## src/inc/serial2_pkg.sv

```systemverilog
// package: register map, field positions and reset values of the serial channel
package serial2_pkg;

   // ---------------------------------------------------------------
   // register offsets (byte addresses on the special function bus)
   // ---------------------------------------------------------------
   localparam logic [15:0] ASYNC_MODE_ADDR    = 16'hff70;  // async_mode_register
   localparam logic [15:0] RX_ERR_STATUS_ADDR = 16'hff71;  // receive_error_status
   localparam logic [15:0] RX_BUFFER_ADDR     = 16'hff72;  // receive_buffer
   localparam logic [15:0] BAUD_CTRL_ADDR     = 16'hff73;  // baud generator control
   localparam logic [15:0] SYNC_CTRL_ADDR     = 16'hff74;  // sync_mode_control
   localparam logic [15:0] SYNC_SHIFT_ADDR    = 16'hff75;  // sync_shift_register

   // ---------------------------------------------------------------
   // reset values
   // ---------------------------------------------------------------
   localparam logic [7:0] ASYNC_MODE_RST = 8'h00;
   localparam logic [7:0] RX_ERR_RST     = 8'h00;
   localparam logic [7:0] BAUD_CTRL_RST  = 8'h00;
   localparam logic [7:0] SYNC_CTRL_RST  = 8'h00;
   localparam logic [7:0] SHIFT_RST      = 8'h00;

   // ---------------------------------------------------------------
   // async_mode_register fields
   // ---------------------------------------------------------------
   localparam int TXE_BIT  = 7;   // transmit_enable_bit
   localparam int RXE_BIT  = 6;   // receive_enable_bit
   localparam int PSH_BIT  = 5;   // parity_select_high
   localparam int PSL_BIT  = 4;   // parity_select_low
   localparam int CL_BIT   = 3;   // char_length_bit, 1 = 8 bits
   localparam int SL_BIT   = 2;   // stop_length_bit, transmit side only
   localparam int ERROR_IRQ_SUPPRESS_BIT = 1;   // error_irq_suppress
   localparam int CSEL_BIT = 0;   // 1 = internal baud generator

   // parity select encodings
   localparam logic [1:0] PAR_NONE = 2'h0;
   localparam logic [1:0] PAR_ZERO = 2'h1;
   localparam logic [1:0] PAR_ODD  = 2'h2;
   localparam logic [1:0] PAR_EVEN = 2'h3;

   // ---------------------------------------------------------------
   // status, sync control and baud control fields
   // ---------------------------------------------------------------
   localparam int PE_BIT   = 2;   // parity error
   localparam int FE_BIT   = 1;   // framing error
   localparam int OVE_BIT  = 0;   // overrun error
   localparam int SRQ_BIT  = 7;   // receive_request_flag in status
   localparam int CSIE_BIT = 7;   // sync_enable_bit
   localparam int SCKI_BIT = 1;   // 1 = internal sync clock
   localparam int BAUD_K_LSB = 0; // divisor offset k, bits 3:0
   localparam int BAUD_N_LSB = 4; // prescale exponent n, bits 7:4

   // ---------------------------------------------------------------
   // timing counts
   // ---------------------------------------------------------------
   localparam logic [4:0] BIT_TICK_BASE = 5'h10;  // ticks per bit = base + k
   localparam logic [3:0] SYNC_BITS     = 4'h8;   // bits per 3-wire unit

endpackage : serial2_pkg

```

## src/rtl/serial2_channel.sv

```systemverilog
// serial channel 2: asynchronous receiver and 3-wire synchronous shifter
//
// Contract
// - receive enable starts sampling the receive pin on the selected serial clock
// - low pin starts 5-bit counter; recheck at half bit; still low means start bit
// - after data, parity and one stop bit, load buffer and pulse receive complete
// - frames with errors still load the buffer; receive complete pulses unless the suppress bit is set
// - clearing receive enable mid-frame aborts; buffer, status, interrupts untouched
// - parity, framing, overrun set status flags and pulse receive error together
// - parity error when received parity disagrees with configured parity type
// - framing error when stop bit sampled low
// - overrun when a frame completes before the buffer was read
// - status clears on buffer read or next frame; new errors set again
// - parity select: none, zero unchecked, odd, even
// - suppress bit withholds receive complete on error frames
// - clock select bit: 0 external baud pin, 1 internal baud generator
// - 3-wire mode moves 8-bit units, one bit per clock, three lines
// - 3-wire shifts out on falling clock edge, captures on rising edge
// - after 8 bits shifting stops and receive request flag sets
// - shift write starts only if enabled and clock idle high
// - 7-bit characters read back with bit 7 zero
// - receiver checks only one stop bit
// - overrun recurs each frame until buffer read
`timescale 1ns/1ps
module serial2_channel
   import serial2_pkg::*;
(
   input  wire logic        sys_clk,                  // 250 MHz system clock
   input  wire logic        resetn,                   // async reset, active low
   input  wire logic [15:0] addr,                     // register address
   input  wire logic [7:0]  wdata,                    // register write data
   input  wire logic        wr,                       // write strobe
   input  wire logic        rd,                       // read strobe
   output logic      [7:0]  rdata,                    // read data, cycle after rd
   input  wire logic        rx_pin,                   // asynchronous receive pin
   input  wire logic        external_baud_clock_pin,  // external baud clock
   input  wire logic        sync_clock_line_in,       // clock line level
   output logic             sync_clock_line_out,      // clock line drive value
   output logic             sync_clock_line_oe,       // high while driving clock
   input  wire logic        sync_data_in,             // 3-wire data input
   output logic             sync_data_out,            // 3-wire data output
   output logic             receive_complete_irq,     // one-cycle pulse
   output logic             receive_error_irq,        // one-cycle pulse
   output logic             receive_request_flag      // 3-wire unit done, sticky
);

   // ---------------------------------------------------------------
   // types and declarations
   // ---------------------------------------------------------------
   typedef enum logic [4:0] {
      RX_IDLE   = 5'h01,
      RX_START  = 5'h02,
      RX_DATA   = 5'h04,
      RX_PARITY = 5'h08,
      RX_STOP   = 5'h10
   } rx_state_e;

   rx_state_e   rx_state_reg;
   logic [7:0]  async_mode_reg;
   logic [7:0]  baud_ctrl_reg;
   logic [7:0]  sync_ctrl_reg;
   logic [7:0]  rx_err_reg;
   logic [7:0]  rx_buf_reg;
   logic [7:0]  rx_shift_reg;
   logic [7:0]  sync_shift_reg;
   logic [4:0]  tick_cnt_reg;
   logic [3:0]  bit_cnt_reg;
   logic        rx_par_reg;
   logic        rx_full_reg;
   logic [14:0] pre_cnt_reg;
   logic        int_tick_reg;
   logic [2:0]  rx_sync_reg;
   logic [2:0]  ext_sync_reg;
   logic [2:0]  sck_sync_reg;
   logic [1:0]  si_sync_reg;
   logic        sync_busy_reg;
   logic        sck_int_reg;
   logic [3:0]  sync_cnt_reg;
   logic        frame_done;
   logic [2:0]  frame_err;
   logic        async_tick;
   logic        rx_level;
   logic [4:0]  bit_ticks;
   logic [1:0]  par_sel;
   logic [3:0]  char_bits;
   logic        rd_buf;
   logic        wr_shift;
   logic        sck_fall;
   logic        sck_rise;

   // address match, used by the control writes, buffer read, shift write and flag clear decodes, not by the read data path
   function automatic logic hit(input logic [15:0] a, input logic [15:0] target);
      hit = (a == target);
   endfunction : hit

   // ---------------------------------------------------------------
   // decode and derived settings
   // ---------------------------------------------------------------
   assign par_sel   = {async_mode_reg[PSH_BIT], async_mode_reg[PSL_BIT]};
   assign char_bits = async_mode_reg[CL_BIT] ? 4'h8 : 4'h7;
   assign bit_ticks = BIT_TICK_BASE + {1'b0, baud_ctrl_reg[BAUD_K_LSB +: 4]};
   assign rd_buf    = rd && hit(addr, RX_BUFFER_ADDR);
   assign wr_shift  = wr && hit(addr, SYNC_SHIFT_ADDR);
   assign rx_level  = rx_sync_reg[1];

   // internal generator or rising edge of the external pin feeds the counter
   assign async_tick = async_mode_reg[CSEL_BIT] ? int_tick_reg
                                                : (ext_sync_reg[1] && !ext_sync_reg[2]);

   // ---------------------------------------------------------------
   // input synchronisers
   // ---------------------------------------------------------------
   // only stage 1 and later are read by logic, stage 0 feeds stage 1 alone
   always_ff @(posedge sys_clk or negedge resetn) begin
      if (!resetn) begin
         rx_sync_reg  <= 3'h7;
         ext_sync_reg <= 3'h0;
         sck_sync_reg <= 3'h7;
         si_sync_reg  <= 2'h0;
      end else begin
         rx_sync_reg  <= {rx_sync_reg[1:0], rx_pin};
         ext_sync_reg <= {ext_sync_reg[1:0], external_baud_clock_pin};
         sck_sync_reg <= {sck_sync_reg[1:0], sync_clock_line_in};
         si_sync_reg  <= {si_sync_reg[0], sync_data_in};
      end
   end

   // ---------------------------------------------------------------
   // internal baud prescaler: one-cycle tick every 2^n system clocks
   // ---------------------------------------------------------------
   always_ff @(posedge sys_clk or negedge resetn) begin
      if (!resetn) begin
         pre_cnt_reg  <= 15'h0000;
         int_tick_reg <= 1'b0;
      end else if (pre_cnt_reg >= ((15'h0001 << baud_ctrl_reg[BAUD_N_LSB +: 4]) - 15'h0001)) begin
         pre_cnt_reg  <= 15'h0000;
         int_tick_reg <= 1'b1;
      end else begin
         pre_cnt_reg  <= pre_cnt_reg + 15'h0001;
         int_tick_reg <= 1'b0;
      end
   end

   // ---------------------------------------------------------------
   // control registers
   // ---------------------------------------------------------------
   // writes while a frame is in flight are not blocked; software avoids them
   always_ff @(posedge sys_clk or negedge resetn) begin
      if (!resetn) begin
         async_mode_reg <= ASYNC_MODE_RST;
         baud_ctrl_reg  <= BAUD_CTRL_RST;
         sync_ctrl_reg  <= SYNC_CTRL_RST;
      end else if (wr) begin
         if (hit(addr, ASYNC_MODE_ADDR)) async_mode_reg <= wdata;
         if (hit(addr, BAUD_CTRL_ADDR))  baud_ctrl_reg  <= wdata;
         if (hit(addr, SYNC_CTRL_ADDR))  sync_ctrl_reg  <= wdata;
      end
   end

   // ---------------------------------------------------------------
   // asynchronous receive sequencer
   // ---------------------------------------------------------------
   // the 5-bit counter counts serial ticks within one bit time
   always_ff @(posedge sys_clk or negedge resetn) begin
      if (!resetn) begin
         rx_state_reg <= RX_IDLE;
         tick_cnt_reg <= 5'h00;
         bit_cnt_reg  <= 4'h0;
         rx_shift_reg <= SHIFT_RST;
         rx_par_reg   <= 1'b0;
      end else if (!async_mode_reg[RXE_BIT]) begin
         rx_state_reg <= RX_IDLE;
         tick_cnt_reg <= 5'h00;
      end else begin
         case (rx_state_reg)
            RX_IDLE: begin
               tick_cnt_reg <= 5'h00;
               if (!rx_level) rx_state_reg <= RX_START;
            end
            RX_START: begin
               if (async_tick) begin
                  if (tick_cnt_reg == (bit_ticks >> 1) - 5'h01) begin
                     tick_cnt_reg <= 5'h00;
                     bit_cnt_reg  <= 4'h0;
                     rx_par_reg   <= 1'b0;
                     rx_shift_reg <= 8'h00;
                     rx_state_reg <= rx_level ? RX_IDLE : RX_DATA;
                  end else begin
                     tick_cnt_reg <= tick_cnt_reg + 5'h01;
                  end
               end
            end
            RX_DATA: begin
               if (async_tick) begin
                  if (tick_cnt_reg == bit_ticks - 5'h01) begin
                     tick_cnt_reg <= 5'h00;
                     // lsb first; the parity sum takes the character bits here and the parity bit after them
                     rx_shift_reg[bit_cnt_reg[2:0]] <= rx_level;
                     rx_par_reg   <= rx_par_reg ^ rx_level;
                     bit_cnt_reg  <= bit_cnt_reg + 4'h1;
                     if (bit_cnt_reg == char_bits - 4'h1) begin
                        rx_state_reg <= (par_sel == PAR_NONE) ? RX_STOP : RX_PARITY;
                     end
                  end else begin
                     tick_cnt_reg <= tick_cnt_reg + 5'h01;
                  end
               end
            end
            RX_PARITY: begin
               if (async_tick) begin
                  if (tick_cnt_reg == bit_ticks - 5'h01) begin
                     tick_cnt_reg <= 5'h00;
                     rx_par_reg   <= rx_par_reg ^ rx_level;
                     rx_state_reg <= RX_STOP;
                  end else begin
                     tick_cnt_reg <= tick_cnt_reg + 5'h01;
                  end
               end
            end
            RX_STOP: begin
               // a single stop bit is checked whatever the transmit setting
               if (async_tick) begin
                  if (tick_cnt_reg == bit_ticks - 5'h01) begin
                     tick_cnt_reg <= 5'h00;
                     rx_state_reg <= RX_IDLE;
                  end else begin
                     tick_cnt_reg <= tick_cnt_reg + 5'h01;
                  end
               end
            end
            default: begin
               rx_state_reg <= RX_IDLE;
            end
         endcase
      end
   end

   // ---------------------------------------------------------------
   // frame completion and error classification
   // ---------------------------------------------------------------
   assign frame_done = async_mode_reg[RXE_BIT] && (rx_state_reg == RX_STOP) && async_tick
                       && (tick_cnt_reg == bit_ticks - 5'h01);
   // odd parity wants an odd count of ones, so a zero sum is the error
   assign frame_err[PE_BIT]  = ((par_sel == PAR_ODD)  && !rx_par_reg)
                            || ((par_sel == PAR_EVEN) &&  rx_par_reg);
   assign frame_err[FE_BIT]  = !rx_level;
   assign frame_err[OVE_BIT] = rx_full_reg && !rd_buf;

   // ---------------------------------------------------------------
   // receive buffer, status and completion events
   // ---------------------------------------------------------------
   // a frame finishing in the same cycle as a buffer read wins over the clear
   always_ff @(posedge sys_clk or negedge resetn) begin
      if (!resetn) begin
         rx_buf_reg           <= SHIFT_RST;
         rx_err_reg           <= RX_ERR_RST;
         rx_full_reg          <= 1'b0;
         receive_complete_irq <= 1'b0;
         receive_error_irq    <= 1'b0;
      end else if (frame_done) begin
         rx_buf_reg           <= rx_shift_reg;
         rx_err_reg           <= {5'h00, frame_err};
         rx_full_reg          <= 1'b1;
         receive_error_irq    <= |frame_err;
         receive_complete_irq <= !(|frame_err) || !async_mode_reg[ERROR_IRQ_SUPPRESS_BIT];
      end else begin
         receive_complete_irq <= 1'b0;
         receive_error_irq    <= 1'b0;
         if (rd_buf) begin
            rx_err_reg  <= RX_ERR_RST;
            rx_full_reg <= 1'b0;
         end
      end
   end

   // ---------------------------------------------------------------
   // 3-wire clock: internal toggles on the prescaler, external is sampled
   // ---------------------------------------------------------------
   assign sck_fall = sync_ctrl_reg[SCKI_BIT] ? (sck_int_reg && int_tick_reg)
                                             : (sck_sync_reg[2] && !sck_sync_reg[1]);
   assign sck_rise = sync_ctrl_reg[SCKI_BIT] ? (!sck_int_reg && int_tick_reg)
                                             : (!sck_sync_reg[2] && sck_sync_reg[1]);

   // ---------------------------------------------------------------
   // 3-wire shifter
   // ---------------------------------------------------------------
   // msb goes out on each fall, input bit enters lsb on each rise
   always_ff @(posedge sys_clk or negedge resetn) begin
      if (!resetn) begin
         sync_shift_reg <= SHIFT_RST;
         sync_busy_reg  <= 1'b0;
         sync_cnt_reg   <= 4'h0;
         sck_int_reg    <= 1'b1;
         sync_data_out  <= 1'b1;
      end else if (!sync_ctrl_reg[CSIE_BIT]) begin
         sync_busy_reg <= 1'b0;
         sck_int_reg   <= 1'b1;
         if (wr_shift) sync_shift_reg <= wdata;   // loaded but never starts later
      end else if (!sync_busy_reg) begin
         sck_int_reg <= 1'b1;
         // an external clock held low means the master is mid-unit
         if (wr_shift && (sync_ctrl_reg[SCKI_BIT] || sck_sync_reg[1])) begin
            sync_shift_reg <= wdata;
            sync_busy_reg  <= 1'b1;
            sync_cnt_reg   <= 4'h0;
         end
      end else begin
         if (sync_ctrl_reg[SCKI_BIT] && int_tick_reg) sck_int_reg <= !sck_int_reg;
         if (sck_fall) sync_data_out <= sync_shift_reg[7];
         if (sck_rise) begin
            sync_shift_reg <= {sync_shift_reg[6:0], si_sync_reg[1]};
            sync_cnt_reg   <= sync_cnt_reg + 4'h1;
            if (sync_cnt_reg == SYNC_BITS - 4'h1) sync_busy_reg <= 1'b0;
         end
      end
   end

   // ---------------------------------------------------------------
   // clock line drive and unit-done flag
   // ---------------------------------------------------------------
   // the flag clears on a shift read or write; a unit ending then keeps it set
   always_ff @(posedge sys_clk or negedge resetn) begin
      if (!resetn) begin
         sync_clock_line_out  <= 1'b1;
         sync_clock_line_oe   <= 1'b0;
         receive_request_flag <= 1'b0;
      end else begin
         sync_clock_line_out <= sck_int_reg;
         sync_clock_line_oe  <= sync_ctrl_reg[CSIE_BIT] && sync_ctrl_reg[SCKI_BIT];
         if (sync_busy_reg && sck_rise && (sync_cnt_reg == SYNC_BITS - 4'h1)) begin
            receive_request_flag <= 1'b1;
         end else if (wr_shift || (rd && hit(addr, SYNC_SHIFT_ADDR))) begin
            receive_request_flag <= 1'b0;
         end
      end
   end

   // ---------------------------------------------------------------
   // read data path, one cycle after the strobe; unmapped reads zero
   // ---------------------------------------------------------------
   always_ff @(posedge sys_clk or negedge resetn) begin
      if (!resetn) begin
         rdata <= 8'h00;
      end else if (rd) begin
         case (addr)
            ASYNC_MODE_ADDR:    rdata <= async_mode_reg;
            RX_ERR_STATUS_ADDR: rdata <= {receive_request_flag, rx_err_reg[6:0]};
            RX_BUFFER_ADDR:     rdata <= rx_buf_reg;
            BAUD_CTRL_ADDR:     rdata <= baud_ctrl_reg;
            SYNC_CTRL_ADDR:     rdata <= sync_ctrl_reg;
            SYNC_SHIFT_ADDR:    rdata <= sync_shift_reg;
            default:            rdata <= 8'h00;
         endcase
      end
   end

endmodule : serial2_channel

```

## config.mk

```make
export PLATFORM = sky130hd
export DESIGN_NAME = serial2_channel
export DESIGN_NICKNAME = d
export VERILOG_FILES = /design/src/inc/serial2_pkg.sv /design/src/rtl/serial2_channel.sv
export SDC_FILE = /design/constraint.sdc
export NUM_CORES = 1
export LEC_CHECK = 0
export BUFFER_PORTS_ARGS = -buffer_cell sky130_fd_sc_hd__buf_2
export CAP_MARGIN = 20
export CORE_MARGIN = 2
export CORE_UTILIZATION = 61
export CTS_CLUSTER_DIAMETER = 100
export CTS_CLUSTER_SIZE = 12
export DETAILED_ROUTE_END_ITERATION = 10
export HOLD_SLACK_MARGIN = 0.15
export PLACE_DENSITY = 0.92
export SLEW_MARGIN = 15
export SYNTH_ARGS = -nofsm -noshare
export SYNTH_HDL_FRONTEND = slang
export SYNTH_SLANG_ARGS = --single-unit
```

## constraint.sdc

```tcl
create_clock -name sys_clk -period 3.93 [get_ports sys_clk]
set_clock_uncertainty 0.1 [all_clocks]
set_input_delay 0.393 -clock sys_clk [delete_from_list [all_inputs] [get_ports sys_clk]]
set_output_delay 0.393 -clock sys_clk [all_outputs]
set_load 0.02 [all_outputs]
```

==> run metrics <==
status=completed; Worst Path Required=about 4300 ps; multiplexer share of the synthesized area=a little over a tenth; max FFs per register=15; CTS Buf Count=17; adder-cell share of the synthesized area=between 4 and 5%; total congestion overflow=0; #FFs+latches synth=about 110; compound-cell area share of the yosys netlist=16.8%; Tmin final=around 3700 ps; Final period util=a little over nine tenths; Slew @ Worst Pin=roughly 870 ps; Reg power frac=around 40%; CTS max path bufs=2; MaxCap Viol Count=0; # setup viols final=0; Mapped Cells=between 600 and 700; antenna-violating nets left=0; Synth Area in Simple Gates=between 10% and 20%; design area=around 7300 um2; final worst slack=247 ps; most frequent cell after synthesis=dfrtp_1; Total Power=3.09 mW; largest area contributor in the netlist=dfrtp_1; syn_area_per_cell=between 10 and 15 um2; CTS tree=done; Unique masters post-synth=74; switching power=between 0.8 and 0.9 mW; crit path DAT=approximately 4000 ps; routed wire length=approximately 17,000 um; Worst-path clk slew=approximately 60 ps; YS warnings=0; RSZ-0062 raised after global routing=false; routed len/inst=20.9 um; LEAKAGE=~3.4 nW; largest family of logic cells by synthesized area=compound AO/OA/AOI/OAI gates; Area after DPL=between 6000 and 7000 um2; kind of start point of the critical path=flop; die height=~110 um; row count=37; post-synth net total=668; post-DP HPWL=10,500 um; Final #Nets=just over 700; Worst-Skew Late Latency=around 500 ps; top cells by area, synth=dfrtp_1 42%, mux2_2 7.0%, ha_1 4.6%; diodes inserted=0; Cell Int Power=between 2 and 2.5 mW; starting density of the core=61.8%; Worst VDD drop=~0.34 mV; CP endpoint kind=flop; Post-CTS Setup Repair Bufs=0; H-tree depth=4; Hold Violations, Final=0; core region area=between 10,000 and 15,000 um2; Net Sw Frac=a little over a quarter; predominant post-synthesis flop cell=dfrtp_1; XOR/XNOR share of the synthesized area=under 10%; PD cells=between 400 and 500 nW/um2; vias in the first global route=around 5,500; Sum Neg Setup Slack=0 ps; DRC Markers=0; detailed-route via count=5,450; ys async rst share=100%; top cells by count, synth=104 x dfrtp_1, 51 x nand2_1, 45 x a21oi_1; highest clock rate=about 270 MHz; die width=105 um; Routability Congestion=around 0.9; CTS root buf=clkbuf_8; number of enable flip-flop cells after synthesis=0; vias per cell=6.66; worst slack, placed=roughly 280 ps; Clock power frac=49.5%; die area=about 11,000 um2; I/O Pins=46; relative slew slack=a little over two fifths; sequential area share after synthesis=between 40% and 50%; final number of max-transition violations=0; first-pass GRT wire length=about 28,000 um; total track usage=between 30% and 40%; synthesis-to-layout area growth=16.9%; hold crit path type=in -> reg; Post-Syn Area=roughly 6300 um2; DRC marker count from the first detailed-route iteration=591; initial antenna violation count=0; Comb pwr share=approximately a tenth; Crit Path Class=reg -> reg; drt pass-1 iters=8; crit-path max FO=16; layout cells sized above 1=~22%; post-synth top area share=roughly two fifths; Buffers on Ports=45; Clock Sinks=about 110; largest net degree at the start of global routing=58
## power groups by stage
| stage | clock network, mW | logic (mW) | registers (mW) |
|---|---|---|---|
| 2_1_floorplan | 0 | 0.206 | 1.25 |
| 3_3_place_gp | 0 | 0.286 | 1.25 |
| 3_5_place_dp | 0 | 0.299 | 1.25 |
| 4_1_cts | 1.52 | 0.314 | 1.23 |
| 5_1_grt | 1.60 | 0.352 | 1.24 |
| 6_report | 1.53 | 0.322 | 1.24 |
## what timing repair did
| item | in CTS | in global routing |
|---|---|---|
| setup endpoints to repair | 0 | 16 |
| hold buffers | 13 | 0 |
| resized for setup | 0 | 1 |
| hold endpoints to repair | 75 | 0 |
## metal layers
metal	routed length (um)	up-vias	track usage, %
li1	-	2361	-
met1	6370	2637	37.5
met2	8480	354	53.8
met3	1280	98	6.31
met4	930	0	19.1
met5	0	-	0
## cell families after synthesis
family,count (synthesis)
and+or+nand+nor,187
AOI/OAI and AO/OA,152
DFF,113
muxes,62
buffers and inverters,49
xor gates and xnor gates,27
adders and majority gates,23
## through the flow
| step | hold slack (ps) | instances | utilization, % |
|---|---|---|---|
| 2_1_floorplan | -2.59 | 613 | - |
| 3_3_place_gp | 233 | 773 | 65.2 |
| 3_5_place_dp | 235 | 773 | 65.2 |
| 4_1_cts | 167 | 818 | 72.2 |
| 5_1_grt | 203 | 818 | 72.3 |
| 6_report | 196 | 818 | 72.3 |
## layout by cell type (no fill, tap or decap), drive strengths merged, types with 9 or more instances in the layout
cell         instances
a21o                11
a21oi               45
a22o                10
buf                 52
clkbuf              17
dfrtp              104
dfstp                9
dlygate4sd3         13
ha                  23
inv                 23
mux2                39
mux2i               23
nand2               51
nand3               23
nor2                38
nor2b               10
nor3                11
o21ai               28
xnor2               14
xor2                12
## final timing paths
check	startpoint	end	slack [ps]	cells after the start
max	baud_ctrl_reg[7]$_DFFE_PN0P_	pre_cnt_reg[12]$_DFF_PN0_	250	13
max in group asynchronous	resetn	sck_sync_reg[0]$_DFF_PN1_	2450	3
max reg2reg	baud_ctrl_reg[7]$_DFFE_PN0P_	pre_cnt_reg[12]$_DFF_PN0_	250	13
min	rd	rdata[1]$_DFFE_PN0P_	200	2
min in group asynchronous	resetn	receive_error_irq$_DFF_PN0_	390	2
min reg2reg	ext_sync_reg[0]$_DFF_PN0_	ext_sync_reg[1]$_DFF_PN0_	250	0
## worst max-delay path, cell delays in order, from the launching register on
cell and delay, ps:
dfrtp_1 400, nor3_1 390, nand2_1 170, ha_1 370, nor3_1 440, a21oi_1 80, o32a_1 300, ha_1 290
a21o_1 160, a21o_1 160, a21oi_1 130, o21a_2 320, nand2_1 90, a21oi_1 180
## area by class of cell
cell class / count / area, um2
clock buffer: 17 / 414
clock inverter: 15 / 166
fill: 610 / 2810
inverter: 21 / 78.8
multi-input combinational: 451 / 3250
sequential: 113 / 2840
tap: 136 / 170
timing repair buffer: 65 / 410
No activity file was read; power rests on OpenSTA's default activity.
